File: config.mk
export PLATFORM = sky130hd
export DESIGN_NAME = bus_event_flags
export DESIGN_NICKNAME = d
export VERILOG_FILES = /design/src/shared/bus_flags_pkg.sv /design/src/design/bus_event_flags.sv
export SDC_FILE = /design/constraint.sdc
export NUM_CORES = 1
export LEC_CHECK = 0
export ABC_AREA = 0
export ABC_CLOCK_PERIOD_IN_PS = 1500
export BUFFER_PORTS_ARGS = -buffer_cell sky130_fd_sc_hd__buf_2
export CAP_MARGIN = 10
export CORE_ASPECT_RATIO = 1.4
export CORE_MARGIN = 8
export CORE_UTILIZATION = 39
export CTS_CLUSTER_DIAMETER = 60
export CTS_CLUSTER_SIZE = 10
export DETAILED_ROUTE_END_ITERATION = 10
export PLACE_DENSITY = 0.86
export SLEW_MARGIN = 5
export SYNTH_ARGS = -nofsm -noshare
export SYNTH_HDL_FRONTEND = slang
export SYNTH_SLANG_ARGS = --single-unit
File: constraint.sdc
create_clock -name clk_sys -period 1.5 [get_ports clk_sys]
set_input_delay 0.3 -clock clk_sys [delete_from_list [all_inputs] [get_ports clk_sys]]
set_output_delay 0.3 -clock clk_sys [all_outputs]
set_load 0.03 [all_outputs]
File: src/shared/bus_flags_pkg.sv
// constants for the two-wire bus event status flag block
package bus_flags_pkg;

   // ------------------------------------------------------------
   // register byte offsets
   // ------------------------------------------------------------
   localparam logic [3:0] OFF_CONTROL    = 4'h0;
   localparam logic [3:0] OFF_STATUS     = 4'h4;
   localparam logic [3:0] OFF_EVENT      = 4'h8;
   localparam logic [3:0] OFF_EVENT_MASK = 4'hc;

   // ------------------------------------------------------------
   // bus_control_reg fields
   // ------------------------------------------------------------
   localparam int BIT_COMM_EXIT  = 6;
   localparam int BIT_UNIT_ENABLE = 7;

   // ------------------------------------------------------------
   // bus_status_reg, event and mask fields (same layout)
   // ------------------------------------------------------------
   localparam int BIT_STOP_SEEN  = 0;
   localparam int BIT_START_SEEN = 1;
   localparam int BIT_ACK_SEEN   = 2;
   localparam int FLAG_W         = 3;

   // ------------------------------------------------------------
   // reset values and counts
   // ------------------------------------------------------------
   localparam logic [7:0]        CONTROL_RESET = 8'h00;
   localparam logic [FLAG_W-1:0] FLAGS_RESET   = 3'h0;
   localparam logic [3:0]        BIT_FIRST     = 4'h1;
   localparam logic [3:0]        BIT_LAST      = 4'h9;
   localparam logic [3:0]        BIT_IDLE      = 4'h0;

endpackage

File: src/design/bus_event_flags.sv
// two-wire bus event status flags with avalon-mm register slave
`timescale 1ns/1ns
`default_nettype none

module bus_event_flags
   import bus_flags_pkg::*;
#(
   parameter int SYNC_STAGES = 2
)
(
   input  wire logic        clk_sys,
   input  wire logic        resetn,
   input  wire logic [3:0]  avs_address,
   input  wire logic        avs_read,
   input  wire logic        avs_write,
   input  wire logic [31:0] avs_writedata,
   input  wire logic [3:0]  avs_byteenable,
   output logic      [31:0] avs_readdata,
   output logic             avs_waitrequest,
   output logic             irq,
   input  wire logic        serial_clock_line,
   input  wire logic        serial_data_line
);

   // ------------------------------------------------------------
   // elaboration check
   // ------------------------------------------------------------
   if (SYNC_STAGES != 2) begin : g_bad_sync
      $error("SYNC_STAGES must be 2");
   end

   // ------------------------------------------------------------
   // line synchronisers and edge finding
   // ------------------------------------------------------------
   logic [1:0] scl_sync;
   logic [1:0] sda_sync;
   logic       scl_prev;
   logic       sda_prev;
   logic [1:0] next_scl_sync;
   logic [1:0] next_sda_sync;
   logic       next_scl_prev;
   logic       next_sda_prev;
   logic       scl_now;
   logic       sda_now;
   logic       scl_rise;
   logic       start_cond;
   logic       stop_cond;

   always_comb
   begin
      next_scl_sync = {scl_sync[0], serial_clock_line};
      next_sda_sync = {sda_sync[0], serial_data_line};
      next_scl_prev = scl_sync[1];
      next_sda_prev = sda_sync[1];
   end

   always_ff @(posedge clk_sys)
   begin
      if (!resetn)
      begin
         scl_sync <= 2'h3;
         sda_sync <= 2'h3;
         scl_prev <= 1'b1;
         sda_prev <= 1'b1;
      end
      else
      begin
         scl_sync <= next_scl_sync;
         sda_sync <= next_sda_sync;
         scl_prev <= next_scl_prev;
         sda_prev <= next_sda_prev;
      end
   end

   assign scl_now    = scl_sync[1];
   assign sda_now    = sda_sync[1];
   assign scl_rise   = scl_now & ~scl_prev;
   assign start_cond = scl_now & scl_prev & sda_prev & ~sda_now;
   assign stop_cond  = scl_now & scl_prev & ~sda_prev & sda_now;

   // ------------------------------------------------------------
   // control register and bus access decode
   // ------------------------------------------------------------
   logic        unit_enable;
   logic        enable_prev;
   logic        resp;
   logic [31:0] rdata;
   logic        next_unit_enable;
   logic        next_resp;
   logic [31:0] next_rdata;
   logic        wr_take;
   logic        comm_exit_bit;
   logic        enable_fall;
   logic [FLAG_W-1:0] flags;
   logic [FLAG_W-1:0] events;
   logic [FLAG_W-1:0] mask;

   // a write lands at the edge where waitrequest is seen low, never earlier
   assign wr_take         = avs_write & resp & avs_byteenable[0];
   assign avs_waitrequest = (avs_read | avs_write) & ~resp;
   assign avs_readdata    = rdata;
   assign comm_exit_bit   = wr_take & (avs_address == OFF_CONTROL)
                            & avs_writedata[BIT_COMM_EXIT];
   assign enable_fall     = enable_prev & ~unit_enable;

   always_comb
   begin
      next_resp        = (avs_read | avs_write) & ~resp;
      next_unit_enable = unit_enable;
      if (wr_take && avs_address == OFF_CONTROL)
      begin
         next_unit_enable = avs_writedata[BIT_UNIT_ENABLE];
      end
      next_rdata = rdata;
      if (avs_read && !resp)
      begin
         case (avs_address)
            OFF_CONTROL:    next_rdata = {24'h0, unit_enable, 7'h0};
            OFF_STATUS:     next_rdata = {29'h0, flags};
            OFF_EVENT:      next_rdata = {29'h0, events};
            OFF_EVENT_MASK: next_rdata = {29'h0, mask};
            default:        next_rdata = 32'h0;
         endcase
      end
   end

   always_ff @(posedge clk_sys)
   begin
      if (!resetn)
      begin
         unit_enable <= CONTROL_RESET[BIT_UNIT_ENABLE];
         enable_prev <= CONTROL_RESET[BIT_UNIT_ENABLE];
         resp        <= 1'b0;
         rdata       <= 32'h0;
      end
      else
      begin
         unit_enable <= next_unit_enable;
         enable_prev <= unit_enable;
         resp        <= next_resp;
         rdata       <= next_rdata;
      end
   end

   // ------------------------------------------------------------
   // clock counting and status flags
   // ------------------------------------------------------------
   logic [3:0] bit_cnt;
   logic [3:0] next_bit_cnt;
   logic [FLAG_W-1:0] next_flags;
   logic       first_clk;
   logic       ninth_clk;
   logic       flag_wipe;

   assign first_clk = unit_enable & scl_rise & ((bit_cnt == BIT_IDLE) | (bit_cnt == BIT_LAST));
   assign ninth_clk = unit_enable & scl_rise & (bit_cnt == BIT_LAST - 4'h1);
   assign flag_wipe = enable_fall | ~unit_enable;

   always_comb
   begin
      next_bit_cnt = bit_cnt;
      if (!unit_enable || start_cond || stop_cond)
      begin
         next_bit_cnt = BIT_IDLE;
      end
      else if (first_clk)
      begin
         next_bit_cnt = BIT_FIRST;
      end
      else if (scl_rise && bit_cnt != BIT_IDLE)
      begin
         next_bit_cnt = bit_cnt + 4'h1;
      end
      next_flags = flags;
      // ack: clears first, a set in the same cycle wins
      if (stop_cond || first_clk || comm_exit_bit || flag_wipe)
      begin
         next_flags[BIT_ACK_SEEN] = 1'b0;
      end
      if (ninth_clk && !sda_now)
      begin
         next_flags[BIT_ACK_SEEN] = 1'b1;
      end
      // start: cleared at the first clock of the byte after the address
      if (stop_cond || comm_exit_bit || flag_wipe
          || (first_clk && bit_cnt == BIT_LAST))
      begin
         next_flags[BIT_START_SEEN] = 1'b0;
      end
      if (unit_enable && start_cond)
      begin
         next_flags[BIT_START_SEEN] = 1'b1;
      end
      // stop: held until the address byte's first clock after a start
      if (flag_wipe || (first_clk && bit_cnt == BIT_IDLE))
      begin
         next_flags[BIT_STOP_SEEN] = 1'b0;
      end
      if (unit_enable && stop_cond)
      begin
         next_flags[BIT_STOP_SEEN] = 1'b1;
      end
   end

   always_ff @(posedge clk_sys)
   begin
      if (!resetn)
      begin
         bit_cnt <= BIT_IDLE;
         flags   <= FLAGS_RESET;
      end
      else
      begin
         bit_cnt <= next_bit_cnt;
         flags   <= next_flags;
      end
   end

   // ------------------------------------------------------------
   // interrupt events and mask
   // ------------------------------------------------------------
   logic [FLAG_W-1:0] next_events;
   logic [FLAG_W-1:0] next_mask;
   logic [FLAG_W-1:0] rises;

   assign rises = next_flags & ~flags;

   always_comb
   begin
      next_events = events;
      next_mask   = mask;
      if (wr_take && avs_address == OFF_EVENT)
      begin
         next_events = events & ~avs_writedata[FLAG_W-1:0];
      end
      if (wr_take && avs_address == OFF_EVENT_MASK)
      begin
         next_mask = avs_writedata[FLAG_W-1:0];
      end
      next_events = next_events | rises;
   end

   always_ff @(posedge clk_sys)
   begin
      if (!resetn)
      begin
         events <= FLAGS_RESET;
         mask   <= FLAGS_RESET;
         irq    <= 1'b0;
      end
      else
      begin
         events <= next_events;
         mask   <= next_mask;
         irq    <= |(next_events & next_mask);
      end
   end
endmodule

`default_nettype wire

[After elaboration in Yosys (flattened, before gate mapping)]
Index checks and enable logic that the tools add are counted.
Word-level totals
  register bits: 55
  latch bits: 0
  output and inout bits: 34
  memory bits (writable): 0
  memories kept: 0
  bits in read-only memories: 0
Operators by class
  div/mod/pow operators: 0
  reductions and logical operators: 29
  bitwise gates (word level): 30
  $lt $le $gt $ge: 0
  multipliers: 0
  shifts and indexed selects: 0
  add/subtract/negate cells: 1
  multiplexer cells: 11
  equality and inequality tests: 5
Operators with widths (number)
  8-bit one-hot mux with 4 select lines: 1
  4-bit equality test (second input constant): 4
  1-bit bitwise AND: 15
  1-bit logical AND: 10
  3-bit bitwise AND: 3
  1-bit logical OR: 9
  4-bit zero test: 2
  1-bit two-way mux: 8
  3-bit two-way mux: 2
  1-bit NOT: 6
  3-bit NOT: 2
  3-bit OR reduction: 2
  4-bit by 1-bit adder with 4-bit output (second input constant): 1
  4-bit by 3-bit equality test with 1-bit output (second input constant): 1
  4-bit nonzero test: 1
  1-bit zero test: 3
  1-bit bitwise OR: 3
  3-bit bitwise OR: 1
  2-bit nonzero test: 1
  2-bit OR reduction: 1

[Depth between registers and ports, before layout]
  depth after elaboration: 13
  mapped depth: 6

[Worst setup path after synthesis]
OpenSTA, ideal clock, no wires.
  path kind: reg2reg
  start: register bit_cnt[0]
  end: register flags[0]
  required time: 1.386 ns
  clock period less this slack: 1.670 ns
  slack: -0.170 ns
  data arrival time: 1.556 ns
  stages on the path, launching flop included: 7
  library setup time: 0.114 ns
  cell sequence: dfxtp_1 -> inv_1 -> ha_1 -> or3b_2 -> or3b_1 -> a21oi_1 -> nor2_1
Between the ends
  longest elaborated chain between the ends: 7
  elaborated cells on any way between the ends: 8
RTL lines
  from (decl): RTL line bus_event_flags.sv:148  | logic [3:0] bit_cnt;
  from (signal assigned): RTL line bus_event_flags.sv:214  | bit_cnt <= next_bit_cnt;
  4-bit equality test or 4-bit zero test (tied branches): RTL line bus_event_flags.sv:155, bus_event_flags.sv:195
  1-bit bitwise OR: RTL line bus_event_flags.sv:155  | assign first_clk = unit_enable & scl_rise & ((bit_cnt == BIT_IDLE) | (bit_cnt == BIT_LAST));
  1-bit bitwise AND: RTL line bus_event_flags.sv:155
  1-bit logical AND (*): RTL line bus_event_flags.sv:195  | if (flag_wipe || (first_clk && bit_cnt == BIT_IDLE))
  1-bit logical OR (*): RTL line bus_event_flags.sv:195
  1-bit two-way mux (*): RTL line bus_event_flags.sv:195
  1-bit two-way mux (*): RTL line bus_event_flags.sv:199  | if (unit_enable && stop_cond)
  to (signal assigned): RTL line bus_event_flags.sv:215  | flags <= next_flags;
  to (decl): RTL line bus_event_flags.sv:94  | logic [FLAG_W-1:0] flags;
Every way passes the cells marked *; elsewhere a longest branch is shown, timed or not.
A chain may end at the register's enable or synchronous reset.

[Worst setup path in the final report]
  start: register bit_cnt[1]
  end: register flags[0]
The elaborated chain is that of the path after synthesis.

==> results.md <==
* Status: finished with violations
* Failing checks: setup timing
* Slew Limit Fails at 0
* Dpl hpwl at about 2400 um
* Die H at 87.6 um
* Setup tns final at -0.0558 ns
* Kind of start point of the critical path: flop
* Max VDD drop at between 400 and 500 uV
* Number of clock sinks at 26
* Vias/cell at about 4.6
* # setup viols final at 2
* CTS tree: done
* Routed WL at slightly below 3000 um
* Congestion Overflow GR at 0
* Distinct cells, synth at 43
* Primary FF master, synth: dfxtp_1
* Hold Crit Class: in2reg
* Number of max-cap violations at 0
* Global-route wire length before repair at between 4000 and 5000 um
* Skew-Pair Late Insertion Delay at 0.27 ns
* Diode count at 0
* Setup Skew at between 0.0015 and 0.002 ns
* Total GRT Usage at around a tenth
* Synth async-reset ratio at 0%
* Deepest clock path buffer count at 2
* Final period utilization at 103%
* R2R cell count at 6
* Full die area at between 0.005 and 0.006 mm^2
* Pleak at around 0.75 nW
* Dpl cells at between 200 and 250
* Worst hold path depth at 2
* Router iterations before antenna repair at 4
* Final worst slack at -0.0433 ns
* Initial Util at roughly 40%
* Seq/Total Area, Yosys at between 30% and 40%
* Chip width at ~67 um
* Via count at roughly 1.1k
* Total CTS buffers at 3
* Worst Setup Path Type: reg2reg
* Port Buf Inserts at 21
* Placer Congestion at 0.793
* Mapped cell area at about 0.0014 mm^2
* Pwr Density at between 700 and 800 mW/mm^2
* Vias in the first global route at 1,120
* Worst-path fanout max at 3
* Row count at 26
* Power, Total at about 1.3 mW
* DR DRC count at 0
* CTS root buf: clkbuf_8
* Initial antenna violation count at 0
* # H-tree levels at 1
* Layout Utilization at 46.9%
* Ys Warns at 0
* WL/cell at around 12 um
* Final Non-Filler Cells at between 200 and 250
* Largest net degree at the start of global routing at 16
* Hold Buf Count CTS at 0
* Avg Inst Size Synth at between 9 and 10 um^2
* Pre-CTS setup slack at -0.0543 ns
* RSZ-0062 raised after global routing: true
* Clock period minus worst slack at about 1.5 ns
* Post-Synthesis Cells at 158
* Final Hold Viols at 0
* Clock slew at reported path FFs at approximately 0.08 ns
* Drt initial violations at 54
* Nets at ~250
* IO Pins at 80
* Max Fclk at 648 MHz
* Core area at 0.00358 mm^2
* Critical Path RT at approximately 1.7 ns
* Synth Register Bits at 26
* Area grow syn2layout at 17.6%
* DRT antenna net count at 0
* CP arrival at ~1.7 ns
* EDFF count, synth at 0
* CP Capture Type: flop
* Share of cells above drive strength 1 at roughly 30%
## kinds of logic (layout without fill, tap and decap cells)
kind of cell | Yosys count | count (layout) | synth area share (%)
AOI/OAI and AO/OA | 23 | 23 | 11.6
xor gates and xnor gates | 4 | 4 | 2.45
adders and majority gates | 3 | 3 | 2.63
buffers and inverters | 35 | 46 | 16.6
DFF | 26 | 26 | 36.5
muxes | 7 | 7 | 5.26
other | 1 | 28 | 0.263
and+or+nand+nor | 59 | 59 | 24.8
## synthesized netlist by cell type (4+ instances only)
cell type / count / area (um^2)
buf_4: 28 / 210
dfxtp_1: 26 / 521
nand2_1: 12 / 45.0
nand2b_1: 8 / 50.1
nor2_1: 8 / 30.0
and2_1: 7 / 43.8
inv_1: 5 / 18.8
nand3_1: 5 / 25.0
a21oi_1: 4 / 20.0
mux2_2: 4 / 45.0
nor2b_1: 4 / 25.0
## layout make-up
class                   instances  area (um^2)
flip-flops and latches         26          523
repair buffers                 37          225
fillers                       368         1900
inverters                       5         18.8
multi-input cells             124          805
well taps                      42         52.6
clock buffers                   4         55.1
## per-stage QoR
stage          hold slack, ns  area, um^2
2_1_floorplan           0.386        1550
3_3_place_gp            0.388        1600
3_5_place_dp            0.409        1600
4_1_cts                 0.198        1660
5_1_grt                 0.194        1680
6_report                0.202        1680
## layer usage
layer | share of wire [%] | GRT usage [%]
met1 | 38 | 9.53
met2 | 52 | 18.8
met3 | 8.3 | 2.43
met4 | 0.72 | 3.82
met5 | 0 | 0
## power breakdown
part           switching [mW]  internal [mW]  leakage [nW]
clock                   0.213          0.235        0.0288
sequential            0.00558          0.698         0.212
combinational           0.143         0.0435         0.505
## placed cells by master, fill, tap and decap left out, drive strengths merged, types with 3 or more instances in the layout
master / Yosys / layout
mux2i: 3 / 3
buf: 28 / 37
o21ai: 3 / 3
inv: 5 / 5
conb: 1 / 28
a22oi: 3 / 3
nand2b: 8 / 8
nor2b: 4 / 4
nand2: 12 / 12
a21oi: 4 / 4
nand3: 5 / 5
mux2: 4 / 4
ha: 3 / 3
and2: 7 / 7
nor2: 8 / 8
clkbuf: 2 / 4
dfxtp: 26 / 26
## registers in the layout (all words and copies together), names as in the netlist
register      cells
events            3
scl_sync          2
mask              3
scl_prev          1
bit_cnt           4
unit_enable       1
resp              1
sda_prev          1
irq               1
avs_readdata      4
flags             3
sda_sync          2
## path summary, 6_finish.rpt
path,slack (ns),start,end
max reg2reg,-0.04,bit_cnt[1]$_SDFFE_PP0P_,flags[0]$_SDFF_PN0_
min,0.20,serial_data_line,sda_sync[0]$_SDFF_PN1_
max,-0.04,bit_cnt[1]$_SDFFE_PP0P_,flags[0]$_SDFF_PN0_
min reg2reg,0.42,scl_sync[0]$_SDFF_PN1_,scl_sync[1]$_SDFF_PN1_
## timing repair
item	4_1_cts	5_1_grt
gates cloned	0	0
pin swaps	3	2
resized for setup	1	3
endpoints found under the setup margin	2	4
buffers inserted	1	0
## worst max-delay path, cell delays in order (launching register included)
cell and delay, ns:
dfxtp_2 0.33, inv_2 0.07, ha_4 0.13, or3b_4 0.37, or3b_1 0.37, a21oi_2 0.12, nor2_1 0.04
Power figures use the tool's default switching activity.
